--- src/rtl/amp_scan_pkg.sv ---
// Shared constants and types for the amplifier scan sequencer
package amp_scan_pkg;

  // ---------------------------------------------------------------
  // Clock and timing
  // ---------------------------------------------------------------
  localparam int CLK_PERIOD_NS = 5;
  localparam int MS_NS = 1000000;
  localparam int TICK_CYCLES_DFLT = (MS_NS + CLK_PERIOD_NS - 1) / CLK_PERIOD_NS;
  localparam int GROUP_DWELL_S = 5;
  localparam int GROUP1_DWELL_S = 8;
  localparam int MODE_TIMEOUT_MIN = 30;
  localparam int GROUP_DWELL_MS_DFLT = GROUP_DWELL_S * 1000;
  localparam int GROUP1_DWELL_MS_DFLT = GROUP1_DWELL_S * 1000;
  localparam int MODE_TIMEOUT_MS_DFLT = MODE_TIMEOUT_MIN * 60 * 1000;
  localparam int FAST_DWELL_MS = 1;
  localparam int HOLDOFF_NS = 100;
  localparam int HOLDOFF_CYCLES = (HOLDOFF_NS + CLK_PERIOD_NS - 1) / CLK_PERIOD_NS;

  // ---------------------------------------------------------------
  // Equipment layout
  // ---------------------------------------------------------------
  localparam int NUM_BAYS_DFLT = 3;
  localparam int BANKS = 4;
  localparam int SHELVES_PER_BAY = 13;
  localparam int SHELF_TOTAL = BANKS * SHELVES_PER_BAY;
  localparam int SHELF_IDX_W = 6;
  localparam int DEV_W = 8;
  localparam logic [1:0] SPARE_BAY = 2'h3;
  localparam logic [1:0] FIRST_BAY = 2'h0;
  localparam logic [3:0] FIRST_SHELF = 4'h0;
  localparam logic [3:0] LAST_SG_SHELF = 4'hB;
  localparam logic [3:0] SGS_SHELF = 4'hC;
  localparam logic [2:0] FIRST_GRP = 3'h0;
  localparam logic [2:0] LAST_GRP = 3'h4;

  typedef struct packed {
    logic [1:0] bay;
    logic [3:0] shelf;
    logic [2:0] grp;
  } pos_t;

  typedef enum logic [2:0] {
    MODE_SCAN = 3'b001,
    MODE_HOLD = 3'b010,
    MODE_SELECT = 3'b100
  } mode_t;

  typedef enum logic [1:0] {
    PH_MOVE = 2'b01,
    PH_DWELL = 2'b10
  } phase_t;

  // ---------------------------------------------------------------
  // Register map
  // ---------------------------------------------------------------
  localparam logic [7:0] REG_CMD = 8'h00;
  localparam logic [7:0] REG_SELECT = 8'h04;
  localparam logic [7:0] REG_OPTION = 8'h08;
  localparam logic [7:0] REG_LIMIT = 8'h0C;
  localparam logic [7:0] REG_STATUS = 8'h10;
  localparam logic [7:0] REG_EOR_LO = 8'h14;
  localparam logic [7:0] REG_EOR_HI = 8'h18;
  localparam int CMD_HOLD = 0;
  localparam int CMD_SELECT = 1;
  localparam int CMD_SCAN = 2;
  localparam int CMD_STEP = 3;
  localparam int CMD_EOR_RESET = 4;
  localparam int OPT_SPARE_BANK = 0;
  localparam int OPT_HAND_KEY = 1;
  localparam int LIM_LOWER_LSB = 0;
  localparam int LIM_UPPER_LSB = 8;
  localparam int STAT_MODE_LSB = 9;
  localparam int STAT_CONN = 12;
  localparam int STAT_HOLDOFF = 13;
  localparam int STAT_OFFICE = 14;
  localparam logic [1:0] OPTION_RST = 2'h0;
  localparam logic [15:0] LIMIT_RST = 16'h10F0;

endpackage

--- src/rtl/amp_scan_sequencer.sv ---
// Amplifier scan sequencer with mode control, dwell timing and alarms
//
// The APB register port and the address map were left to the implementer.
`timescale 1ns/1ps
`default_nettype none
module amp_scan_sequencer #(
  parameter int NUM_BAYS = amp_scan_pkg::NUM_BAYS_DFLT,
  parameter int TICK_CYCLES = amp_scan_pkg::TICK_CYCLES_DFLT,
  parameter int DWELL_MS = amp_scan_pkg::GROUP_DWELL_MS_DFLT,
  parameter int DWELL1_MS = amp_scan_pkg::GROUP1_DWELL_MS_DFLT,
  parameter int TIMEOUT_MS = amp_scan_pkg::MODE_TIMEOUT_MS_DFLT
) (
  // Clock and reset
  input wire logic clk,
  input wire logic rstn,
  // APB slave
  input wire logic psel,
  input wire logic penable,
  input wire logic pwrite,
  input wire logic [7:0] paddr,
  input wire logic [31:0] pwdata,
  output logic [31:0] prdata,
  output logic pready,
  output logic pslverr,
  // Wiring options, one bit per shelf
  input wire logic [amp_scan_pkg::SHELF_TOTAL-1:0] fastScanOption,
  input wire logic [amp_scan_pkg::SHELF_TOTAL-1:0] groupBypassOption,
  input wire logic [amp_scan_pkg::SHELF_TOTAL-1:0] supergroupBypassOption,
  // Measuring set and detectors
  input wire logic groupEorDetect,
  input wire logic supergroupEorDetect,
  input wire logic signed [amp_scan_pkg::DEV_W-1:0] gainDeviation,
  // Connection and alarm outputs
  output amp_scan_pkg::pos_t connectedPos,
  output logic amplifierConnectedLamp,
  output logic groupMeasureOutput,
  output logic [amp_scan_pkg::BANKS-1:0] bayConcentratorSel,
  output logic eorHoldOff,
  output logic [amp_scan_pkg::SHELF_TOTAL-1:0] shelfEorLamp,
  output logic [amp_scan_pkg::BANKS-1:0] bayAlarm,
  output logic officeAlarm
);
  import amp_scan_pkg::*;

  localparam int TW = $clog2(TICK_CYCLES + 1);
  localparam int DW = $clog2(DWELL1_MS + DWELL_MS + 1);
  localparam int OW = $clog2(TIMEOUT_MS + 1);
  localparam int HW = $clog2(HOLDOFF_CYCLES + 1);
  localparam logic [1:0] LAST_BAY = 2'(NUM_BAYS - 1);

  // ---------------------------------------------------------------
  // Position helpers
  // ---------------------------------------------------------------
  function automatic logic [SHELF_IDX_W-1:0] shelfIndex(input pos_t p);
    shelfIndex = SHELF_IDX_W'(p.bay) * SHELF_IDX_W'(SHELVES_PER_BAY)
      + SHELF_IDX_W'(p.shelf);
  endfunction

  function automatic logic isSpare(input pos_t p);
    isSpare = (p.bay == SPARE_BAY);
  endfunction

  // Spare bank holds supergroups only, so it has one position per shelf
  function automatic pos_t nextPos(input pos_t p, input logic gb,
    input logic spareEn, input logic inBay);
    pos_t n;
    logic [2:0] lastGrp;
    logic [3:0] lastShelf;
    n = p;
    lastGrp = (isSpare(p) || gb) ? FIRST_GRP : LAST_GRP;
    lastShelf = isSpare(p) ? LAST_SG_SHELF : SGS_SHELF;
    if (p.grp < lastGrp)
    begin
      n.grp = p.grp + 3'h1;
    end
    else
    begin
      n.grp = FIRST_GRP;
      if (p.shelf < lastShelf)
      begin
        n.shelf = p.shelf + 4'h1;
      end
      else
      begin
        n.shelf = FIRST_SHELF;
        if (inBay)
        begin
          n.bay = p.bay;
        end
        else if (isSpare(p))
        begin
          n.bay = FIRST_BAY;
        end
        else if (p.bay < LAST_BAY)
        begin
          n.bay = p.bay + 2'h1;
        end
        else
        begin
          n.bay = spareEn ? SPARE_BAY : FIRST_BAY;
        end
      end
    end
    nextPos = n;
  endfunction

  function automatic pos_t clampPos(input pos_t p, input logic spareEn);
    pos_t c;
    c = p;
    if (isSpare(p) && !spareEn)
    begin
      c.bay = FIRST_BAY;
    end
    else if (!isSpare(p) && p.bay > LAST_BAY)
    begin
      c.bay = LAST_BAY;
    end
    if (isSpare(c))
    begin
      c.grp = FIRST_GRP;
      c.shelf = (p.shelf > LAST_SG_SHELF) ? LAST_SG_SHELF : p.shelf;
    end
    else
    begin
      c.grp = (p.grp > LAST_GRP) ? LAST_GRP : p.grp;
      c.shelf = (p.shelf > SGS_SHELF) ? SGS_SHELF : p.shelf;
    end
    clampPos = c;
  endfunction

  // ---------------------------------------------------------------
  // APB register file
  // ---------------------------------------------------------------
  pos_t selPos_r, selPos_nxt;
  logic [1:0] option_r, option_nxt;
  logic [15:0] limit_r, limit_nxt;
  logic wrEn;
  logic keyHold, keySelect, keyScan, keyStep, keyEorReset, anyKey;
  mode_t mode_r, mode_nxt;
  phase_t phase_r, phase_nxt;
  pos_t pos_r, pos_nxt;
  logic [SHELF_TOTAL-1:0] eorLamp_r, eorLamp_nxt;
  logic [BANKS-1:0] bayAlarm_r, bayAlarm_nxt;
  logic office_r, office_nxt;

  assign wrEn = psel && penable && pwrite;
  assign keyHold = wrEn && (paddr == REG_CMD) && pwdata[CMD_HOLD];
  assign keySelect = wrEn && (paddr == REG_CMD) && pwdata[CMD_SELECT];
  assign keyScan = wrEn && (paddr == REG_CMD) && pwdata[CMD_SCAN];
  assign keyStep = wrEn && (paddr == REG_CMD) && pwdata[CMD_STEP];
  assign keyEorReset = wrEn && (paddr == REG_CMD) && pwdata[CMD_EOR_RESET];
  assign anyKey = keyHold || keySelect || keyScan;
  assign pready = 1'b1;

  always_comb
  begin
    selPos_nxt = selPos_r;
    option_nxt = option_r;
    limit_nxt = limit_r;
    prdata = 32'h0000_0000;
    pslverr = 1'b0;
    if (paddr == REG_CMD)
    begin
      prdata = 32'h0000_0000;
    end
    else if (paddr == REG_SELECT)
    begin
      prdata = 32'(selPos_r);
      if (wrEn)
        selPos_nxt = pos_t'(pwdata[$bits(pos_t)-1:0]);
    end
    else if (paddr == REG_OPTION)
    begin
      prdata = 32'(option_r);
      if (wrEn)
        option_nxt = pwdata[1:0];
    end
    else if (paddr == REG_LIMIT)
    begin
      prdata = 32'(limit_r);
      if (wrEn)
        limit_nxt = pwdata[15:0];
    end
    else if (paddr == REG_STATUS)
    begin
      prdata[$bits(pos_t)-1:0] = pos_r;
      prdata[STAT_MODE_LSB +: 3] = mode_r;
      prdata[STAT_CONN] = (phase_r == PH_DWELL);
      prdata[STAT_HOLDOFF] = (phase_r == PH_MOVE);
      prdata[STAT_OFFICE] = office_r;
    end
    else if (paddr == REG_EOR_LO)
    begin
      prdata = eorLamp_r[31:0];
    end
    else if (paddr == REG_EOR_HI)
    begin
      prdata = 32'(eorLamp_r[SHELF_TOTAL-1:32]);
    end
    else
    begin
      pslverr = psel && penable;
    end
  end

  always_ff @(posedge clk or negedge rstn)
  begin
    if (!rstn)
    begin
      selPos_r <= '0;
      option_r <= OPTION_RST;
      limit_r <= LIMIT_RST;
    end
    else
    begin
      selPos_r <= selPos_nxt;
      option_r <= option_nxt;
      limit_r <= limit_nxt;
    end
  end

  // ---------------------------------------------------------------
  // Millisecond tick divider
  // ---------------------------------------------------------------
  logic [TW-1:0] tickCnt_r, tickCnt_nxt;
  logic tick;

  assign tick = (tickCnt_r == TW'(TICK_CYCLES - 1));

  always_comb
  begin
    tickCnt_nxt = tick ? '0 : tickCnt_r + TW'(1);
  end

  always_ff @(posedge clk or negedge rstn)
  begin
    if (!rstn)
      tickCnt_r <= '0;
    else
      tickCnt_r <= tickCnt_nxt;
  end

  // ---------------------------------------------------------------
  // Mode and scan sequencing
  // ---------------------------------------------------------------
  logic [DW-1:0] dwellMs_r, dwellMs_nxt, dwellLimit;
  logic [OW-1:0] timeoutMs_r, timeoutMs_nxt;
  logic [HW-1:0] moveCnt_r, moveCnt_nxt;
  logic [SHELF_IDX_W-1:0] idx;
  logic optFast, optGrpByp, optSgByp, grpInh, sgInh, allInh, connected;
  pos_t selClamped, stepPos;

  assign idx = shelfIndex(pos_r);
  assign optFast = fastScanOption[idx];
  assign optGrpByp = groupBypassOption[idx];
  assign optSgByp = supergroupBypassOption[idx];
  // Supergroup-bypassed shelves are fast-scanned so no walk ever needs a skip search
  assign allInh = optFast || optSgByp;
  assign grpInh = allInh || optGrpByp || isSpare(pos_r);
  assign sgInh = allInh || (pos_r.shelf == SGS_SHELF);
  assign connected = (phase_r == PH_DWELL);
  assign selClamped = clampPos(selPos_r, option_r[OPT_SPARE_BANK]);
  assign stepPos = nextPos(pos_r, optGrpByp, option_r[OPT_SPARE_BANK],
    mode_r == MODE_HOLD);

  always_comb
  begin
    if (allInh)
      dwellLimit = DW'(FAST_DWELL_MS);
    else if (pos_r.grp == FIRST_GRP && !isSpare(pos_r))
      dwellLimit = DW'(DWELL1_MS);
    else
      dwellLimit = DW'(DWELL_MS);
  end

  always_comb
  begin
    mode_nxt = mode_r;
    phase_nxt = phase_r;
    pos_nxt = pos_r;
    dwellMs_nxt = dwellMs_r;
    timeoutMs_nxt = timeoutMs_r;
    moveCnt_nxt = moveCnt_r;
    if (phase_r == PH_MOVE)
    begin
      if (moveCnt_r == HW'(HOLDOFF_CYCLES - 1))
      begin
        phase_nxt = PH_DWELL;
        dwellMs_nxt = '0;
      end
      else
        moveCnt_nxt = moveCnt_r + HW'(1);
    end
    if (keyScan)
    begin
      mode_nxt = MODE_SCAN;
      dwellMs_nxt = '0;
    end
    else if (keySelect)
    begin
      mode_nxt = MODE_SELECT;
      pos_nxt = selClamped;
      phase_nxt = PH_MOVE;
      moveCnt_nxt = '0;
      timeoutMs_nxt = '0;
    end
    else if (keyHold)
    begin
      mode_nxt = MODE_HOLD;
      timeoutMs_nxt = '0;
    end
    else
    begin
      case (mode_r)
        MODE_SCAN:
        begin
          if (connected && tick)
          begin
            if (dwellMs_r >= dwellLimit - DW'(1))
            begin
              pos_nxt = stepPos;
              phase_nxt = PH_MOVE;
              moveCnt_nxt = '0;
            end
            else
              dwellMs_nxt = dwellMs_r + DW'(1);
          end
        end
        MODE_HOLD, MODE_SELECT:
        begin
          if (keyStep && option_r[OPT_HAND_KEY] && mode_r == MODE_HOLD)
          begin
            pos_nxt = stepPos;
            phase_nxt = PH_MOVE;
            moveCnt_nxt = '0;
          end
          if (tick)
          begin
            if (timeoutMs_r == OW'(TIMEOUT_MS - 1))
            begin
              mode_nxt = MODE_SCAN;
              dwellMs_nxt = '0;
            end
            else
              timeoutMs_nxt = timeoutMs_r + OW'(1);
          end
        end
        default:
          mode_nxt = MODE_SCAN;
      endcase
    end
  end

  always_ff @(posedge clk or negedge rstn)
  begin
    if (!rstn)
    begin
      mode_r <= MODE_SCAN;
      phase_r <= PH_MOVE;
      pos_r <= '0;
      dwellMs_r <= '0;
      timeoutMs_r <= '0;
      moveCnt_r <= '0;
    end
    else
    begin
      mode_r <= mode_nxt;
      phase_r <= phase_nxt;
      pos_r <= pos_nxt;
      dwellMs_r <= dwellMs_nxt;
      timeoutMs_r <= timeoutMs_nxt;
      moveCnt_r <= moveCnt_nxt;
    end
  end

  assign connectedPos = pos_r;
  assign amplifierConnectedLamp = connected;
  assign eorHoldOff = (phase_r == PH_MOVE);
  assign groupMeasureOutput = connected && !isSpare(pos_r)
    && (pos_r.shelf != SGS_SHELF || !optGrpByp);

  genvar b;
  generate
    for (b = 0; b < BANKS; b++)
    begin : g_conc
      assign bayConcentratorSel[b] = connected && (pos_r.bay == 2'(b));
    end
  endgenerate

  // ---------------------------------------------------------------
  // End-of-range latches and deviation window
  // ---------------------------------------------------------------
  logic devHigh, devLow;

  assign devHigh = gainDeviation > $signed(limit_r[LIM_UPPER_LSB +: DEV_W]);
  assign devLow = gainDeviation < $signed(limit_r[LIM_LOWER_LSB +: DEV_W]);

  always_comb
  begin
    eorLamp_nxt = eorLamp_r;
    bayAlarm_nxt = '0;
    if (keyEorReset)
      eorLamp_nxt = '0;
    // Detector inputs are ignored in transit while held off
    if (connected && ((groupEorDetect && !grpInh)
      || (supergroupEorDetect && !sgInh)))
      eorLamp_nxt[idx] = 1'b1;
    if (connected && !(grpInh && sgInh) && (devHigh || devLow))
      bayAlarm_nxt[pos_r.bay] = 1'b1;
    office_nxt = |bayAlarm_nxt;
  end

  always_ff @(posedge clk or negedge rstn)
  begin
    if (!rstn)
    begin
      eorLamp_r <= '0;
      bayAlarm_r <= '0;
      office_r <= 1'b0;
    end
    else
    begin
      eorLamp_r <= eorLamp_nxt;
      bayAlarm_r <= bayAlarm_nxt;
      office_r <= office_nxt;
    end
  end

  assign shelfEorLamp = eorLamp_r;
  assign bayAlarm = bayAlarm_r;
  assign officeAlarm = office_r;
endmodule // amp_scan_sequencer
`default_nettype wire

--- config.mk ---
export PLATFORM = sky130hd
export DESIGN_NAME = amp_scan_sequencer
export DESIGN_NICKNAME = d
export VERILOG_FILES = /design/src/rtl/amp_scan_pkg.sv /design/src/rtl/amp_scan_sequencer.sv
export SDC_FILE = /design/constraint.sdc
export NUM_CORES = 1
export LEC_CHECK = 0
export BUFFER_PORTS_ARGS = -buffer_cell sky130_fd_sc_hd__buf_2
export CORE_MARGIN = 2
export CORE_UTILIZATION = 45
export CTS_BUF_LIST = sky130_fd_sc_hd__clkbuf_16
export DETAILED_ROUTE_END_ITERATION = 7
export PLACE_DENSITY = 0.67
export RECOVER_POWER = 50
export SETUP_SLACK_MARGIN = 0.02
export SLEW_MARGIN = 10
export SYNTH_ARGS = -nofsm -noshare
export SYNTH_HDL_FRONTEND = slang
export SYNTH_SLANG_ARGS = --single-unit
--- constraint.sdc ---
create_clock -name clk -period 6.82 [get_ports clk]
set_clock_uncertainty 0.15 [all_clocks]
set_input_delay 0 -clock clk [delete_from_list [all_inputs] [get_ports clk]]
set_output_delay 0 -clock clk [all_outputs]
set_load 0.02 [all_outputs]
==> reports/metrics.csv <==
stage;metric;value;unit
outcome;status;complete, but fails checks;
outcome;violations;capacitance limit, slew limit;
drt;drt.antenna.violating_nets;0;
yosys;ys_warn_count;0;
clocking;clk-insertion-delay-late;440;ps
yosys;synth_ff_type;dfrtp_1;
finish;post_route_cells_drive_above_1_share;25.1;%
yosys;synth_area;10700;um^2
floorplanning;die_w;158;um
floorplanning;core_area;23500;um^2
finish;areaGrowthSynthToFinish;23.3;%
grt;grt_pass1_vias;10300;
clocking;cts-root-buf;clkbuf_16;
clocking;cts_buffers;17;
placed_design;globalplace.congestion;0.901;
grt;grt.met1_usage;39.0;%
yosys;seq_area_frac_synth;36.4;%
floorplanning;rows;56;
clocking;cts.sinks;156;
sta;slew_headroom;-219;%
power;power.density;217;nW/um^2
floorplanning;design.die.area;25100;um^2
sta;fin_crit;6440;ps
yosys;yosysTopAreaCell;dfrtp_1;
yosys;synthArstFlopShare;100;%
drt;wl_per_cell;20.0;um
clocking;clock_path_buffers;2;
placed_design;post-dp-hpwl;27700;um
sta;fmax;0.155;GHz
critical_path;worstPathRequired;6980;ps
sta;setup_viol;0;
finish;final_core_util;56.4;%
critical_path;crit_path_top_delay_cell;fa_2;
drt;first_pass_iters;5;
critical_path;crit_top_cell;ha_1;
flow_run;max-cap-violations;1;
yosys;synthTopCellsByArea;dfrtp_1 (35%), ha_1 (5.8%), nand2_1 (4.6%);
grt;met2_usage;47.9;%
grt;grt.busiest_layer;met2;
clocking;cts_tree;yes;
sta;final_max_slew_viol_count;88;
yosys;postSynthCellCount;1184;
sta;worstMarginPinSlew;4780;ps
drt;drc_errors;0;
drt;wirelength;36500;um
drt;first_iter_violations;750;
yosys;ys_seq_elements;156;
finish;fin_nets;1753;
grt;grt_max_degree;88;
grt;grt_pass1_wl;56800;um
grt;grt.met3_usage;5.28;%
drt;vias;10600;
critical_path;crit_buf_inv;4;
yosys;synth_top_area_share;34.7;%
drt;viasPerCell;5.84;
grt;antenna_found_initial;0;
sta;rsz0062_at_grt;false;
yosys;synth.distinct_cells;88;
power;p_leak;0.00604;uW
power;ir_worst_vdd;0.132;mV
critical_path;cp_cell_sequence;ha_1, ha_1, fa_2, buf_12, buf_12, mux4_2, mux4_2, inv_1, a21oi_1, nor3_4, inv_1, ha_1, a211oi_1, o21ai_0, a221o_1, a21oi_2, nor3_1, or4_1, nand2_1, mux2_1;
sta;finalCritPeriodShare;94.5;%
yosys;synth_edf_count;0;
clocking;htree_levels;4;
critical_path;worst-setup-path-type;reg -> reg;
sta;setup_tns;0;ps
sta;hold_viol_final;0;
grt;grt-ovfl-total;0;
floorplanning;io_pins;318;
critical_path;cp-start-kind;register;
clocking;path_clk_slew;80;ps
hold_path;holdCritPathClass;in -> reg;
critical_path;cpLargestDelayFamily;adder cells;
critical_path;cp_max_fo;40;
critical_path;crit_path_end_kind;register;
placed_design;place.port_buffers;300;
critical_path;critPathArrivalTime;6600;ps
floorplanning;start_util;45.7;%
critical_path;critPathMaxStageDelay;600;ps
grt;grt_usage;29.3;%
yosys;syn_avg_cell_area;9.07;um^2
floorplanning;die_h;158;um
registers in the layout, summed over array words and instances, names as in the netlist:
signal	flops
connectedPos	9
timeoutMs_r	21
phase_r	2
bayAlarm	4
option_r	2
limit_r	16
selPos_r	9
tickCnt_r	18
moveCnt_r	5
mode_r	3
dwellMs_r	14
officeAlarm	1
shelfEorLamp	52
power by group:
group          internal, uW  total [uW]  switching (uW)
Clock                   501         983             482
Sequential             1010        1130             111
Combinational           297         760             463
Total                  1810        2870            1060
stage by stage:
step | hold slack (ps) | power [uW] | instance area, um^2 | setup WS [ps] | instances
after floorplan | -446 | 1600 | 10700 | 632 | 1186
after global placement | -31.7 | 1860 | 12500 | 345 | 1768
after detailed placement | -37.1 | 1880 | 12500 | 159 | 1768
after CTS | 47.2 | 2880 | 13300 | 129 | 1818
after global routing | 89.2 | 3020 | 13200 | 65.4 | 1822
final | 62.0 | 2870 | 13200 | 377 | 1823
per-layer routing:
| layer | part of all wire, % | vias to the layer above |
|---|---|---|
| li1 | - | 4948 |
| met1 | 42 | 5227 |
| met2 | 49 | 401 |
| met3 | 6.1 | 71 |
| met4 | 3.0 | 0 |
| met5 | 0 | - |
cells in the mapped netlist (all sizes together) (6+ instances only):
| cell | instances |
|---|---|
| and3 | 15 |
| a211oi | 10 |
| nor3 | 25 |
| nor2b | 10 |
| mux4 | 14 |
| xnor2 | 10 |
| a22oi | 9 |
| or3 | 12 |
| o21a | 8 |
| or2 | 7 |
| o21ai | 113 |
| mux2 | 45 |
| dfrtp | 149 |
| nand3 | 62 |
| nand4 | 24 |
| a221oi | 18 |
| nor3b | 6 |
| clkbuf | 36 |
| a221o | 7 |
| and2 | 30 |
| o22ai | 6 |
| ha | 50 |
| buf | 24 |
| o2bb2ai | 7 |
| a21oi | 58 |
| a31oi | 13 |
| dfstp | 7 |
| nor2 | 93 |
| mux2i | 15 |
| inv | 41 |
| xor2 | 25 |
| nand2b | 9 |
| a21o | 18 |
| nand2 | 134 |
worst min-delay path: cells and delay by family:
family	cells	cell delay, ps
AOI/OAI and AO/OA	3	290
and+or+nand+nor	1	250
buffers and inverters	1	80
final cells by class:
cell class                 count  area [um^2]
sequential                   156         3910
timing repair buffer         345         1810
tap                          319          399
clock inverter                15          190
inverter                      42          158
clock buffer                  17          425
multi-input combinational    928         6350
fill                        2155        10200
antenna                        1         2.50
cell usage in the layout (no fill, tap or decap), drive strengths merged, types with 8 or more instances in the layout:
master / count
mux2: 45
and2: 30
o21a: 8
a221oi: 18
nand2: 134
a22oi: 9
nor3: 25
and3: 15
clkinv: 8
a21o: 18
xnor2: 10
mux2i: 15
or3: 12
xor2: 25
nand4: 24
buf: 249
a31oi: 13
dlygate4sd3: 18
nor2b: 10
o21ai: 113
nand2b: 9
a211oi: 10
a21oi: 58
dfrtp: 149
mux4: 14
clkbuf: 95
ha: 50
nand3: 62
inv: 48
nor2: 93
path summary, 6_finish.rpt:
check / end / from / slack, ps / depth (start not counted)
worst max register to register: connectedPos[4] / connectedPos[4] / 380 / 20
worst min register to register: tickCnt_r[4] / tickCnt_r[4] / 330 / 1
min in group asynchronous: timeoutMs_r[16] / rstn / 1680 / 2
worst max-delay path: connectedPos[4] / connectedPos[4] / 380 / 20
max in group asynchronous: selPos_r[3] / rstn / 1980 / 3
worst min-delay path: shelfEorLamp[50] / supergroupBypassOption[49] / 60 / 5
cells by family (layout without fill, tap and decap cells):
family                     count (synthesis)  in the layout  share of synthesized area [%]
adders and majority gates                 52             52                           6.20
DFF                                      156            156                           36.4
AOI/OAI and AO/OA                        318            318                           19.8
xor gates and xnor gates                  35             35                           2.85
other                                      1              4                         0.0349
buffers and inverters                    102            419                           4.60
muxes                                     74             74                           9.12
and+or+nand+nor                          446            446                           20.9
timing repair:
action | in CTS | in global routing
endpoints found under the setup margin | 0 | 15
hold endpoints to repair | 118 | 0
hold buffers | 18 | 0
resized for setup | 0 | 1
setup buffers | 0 | 4
Note: power is estimated with default switching activity, not from simulation.
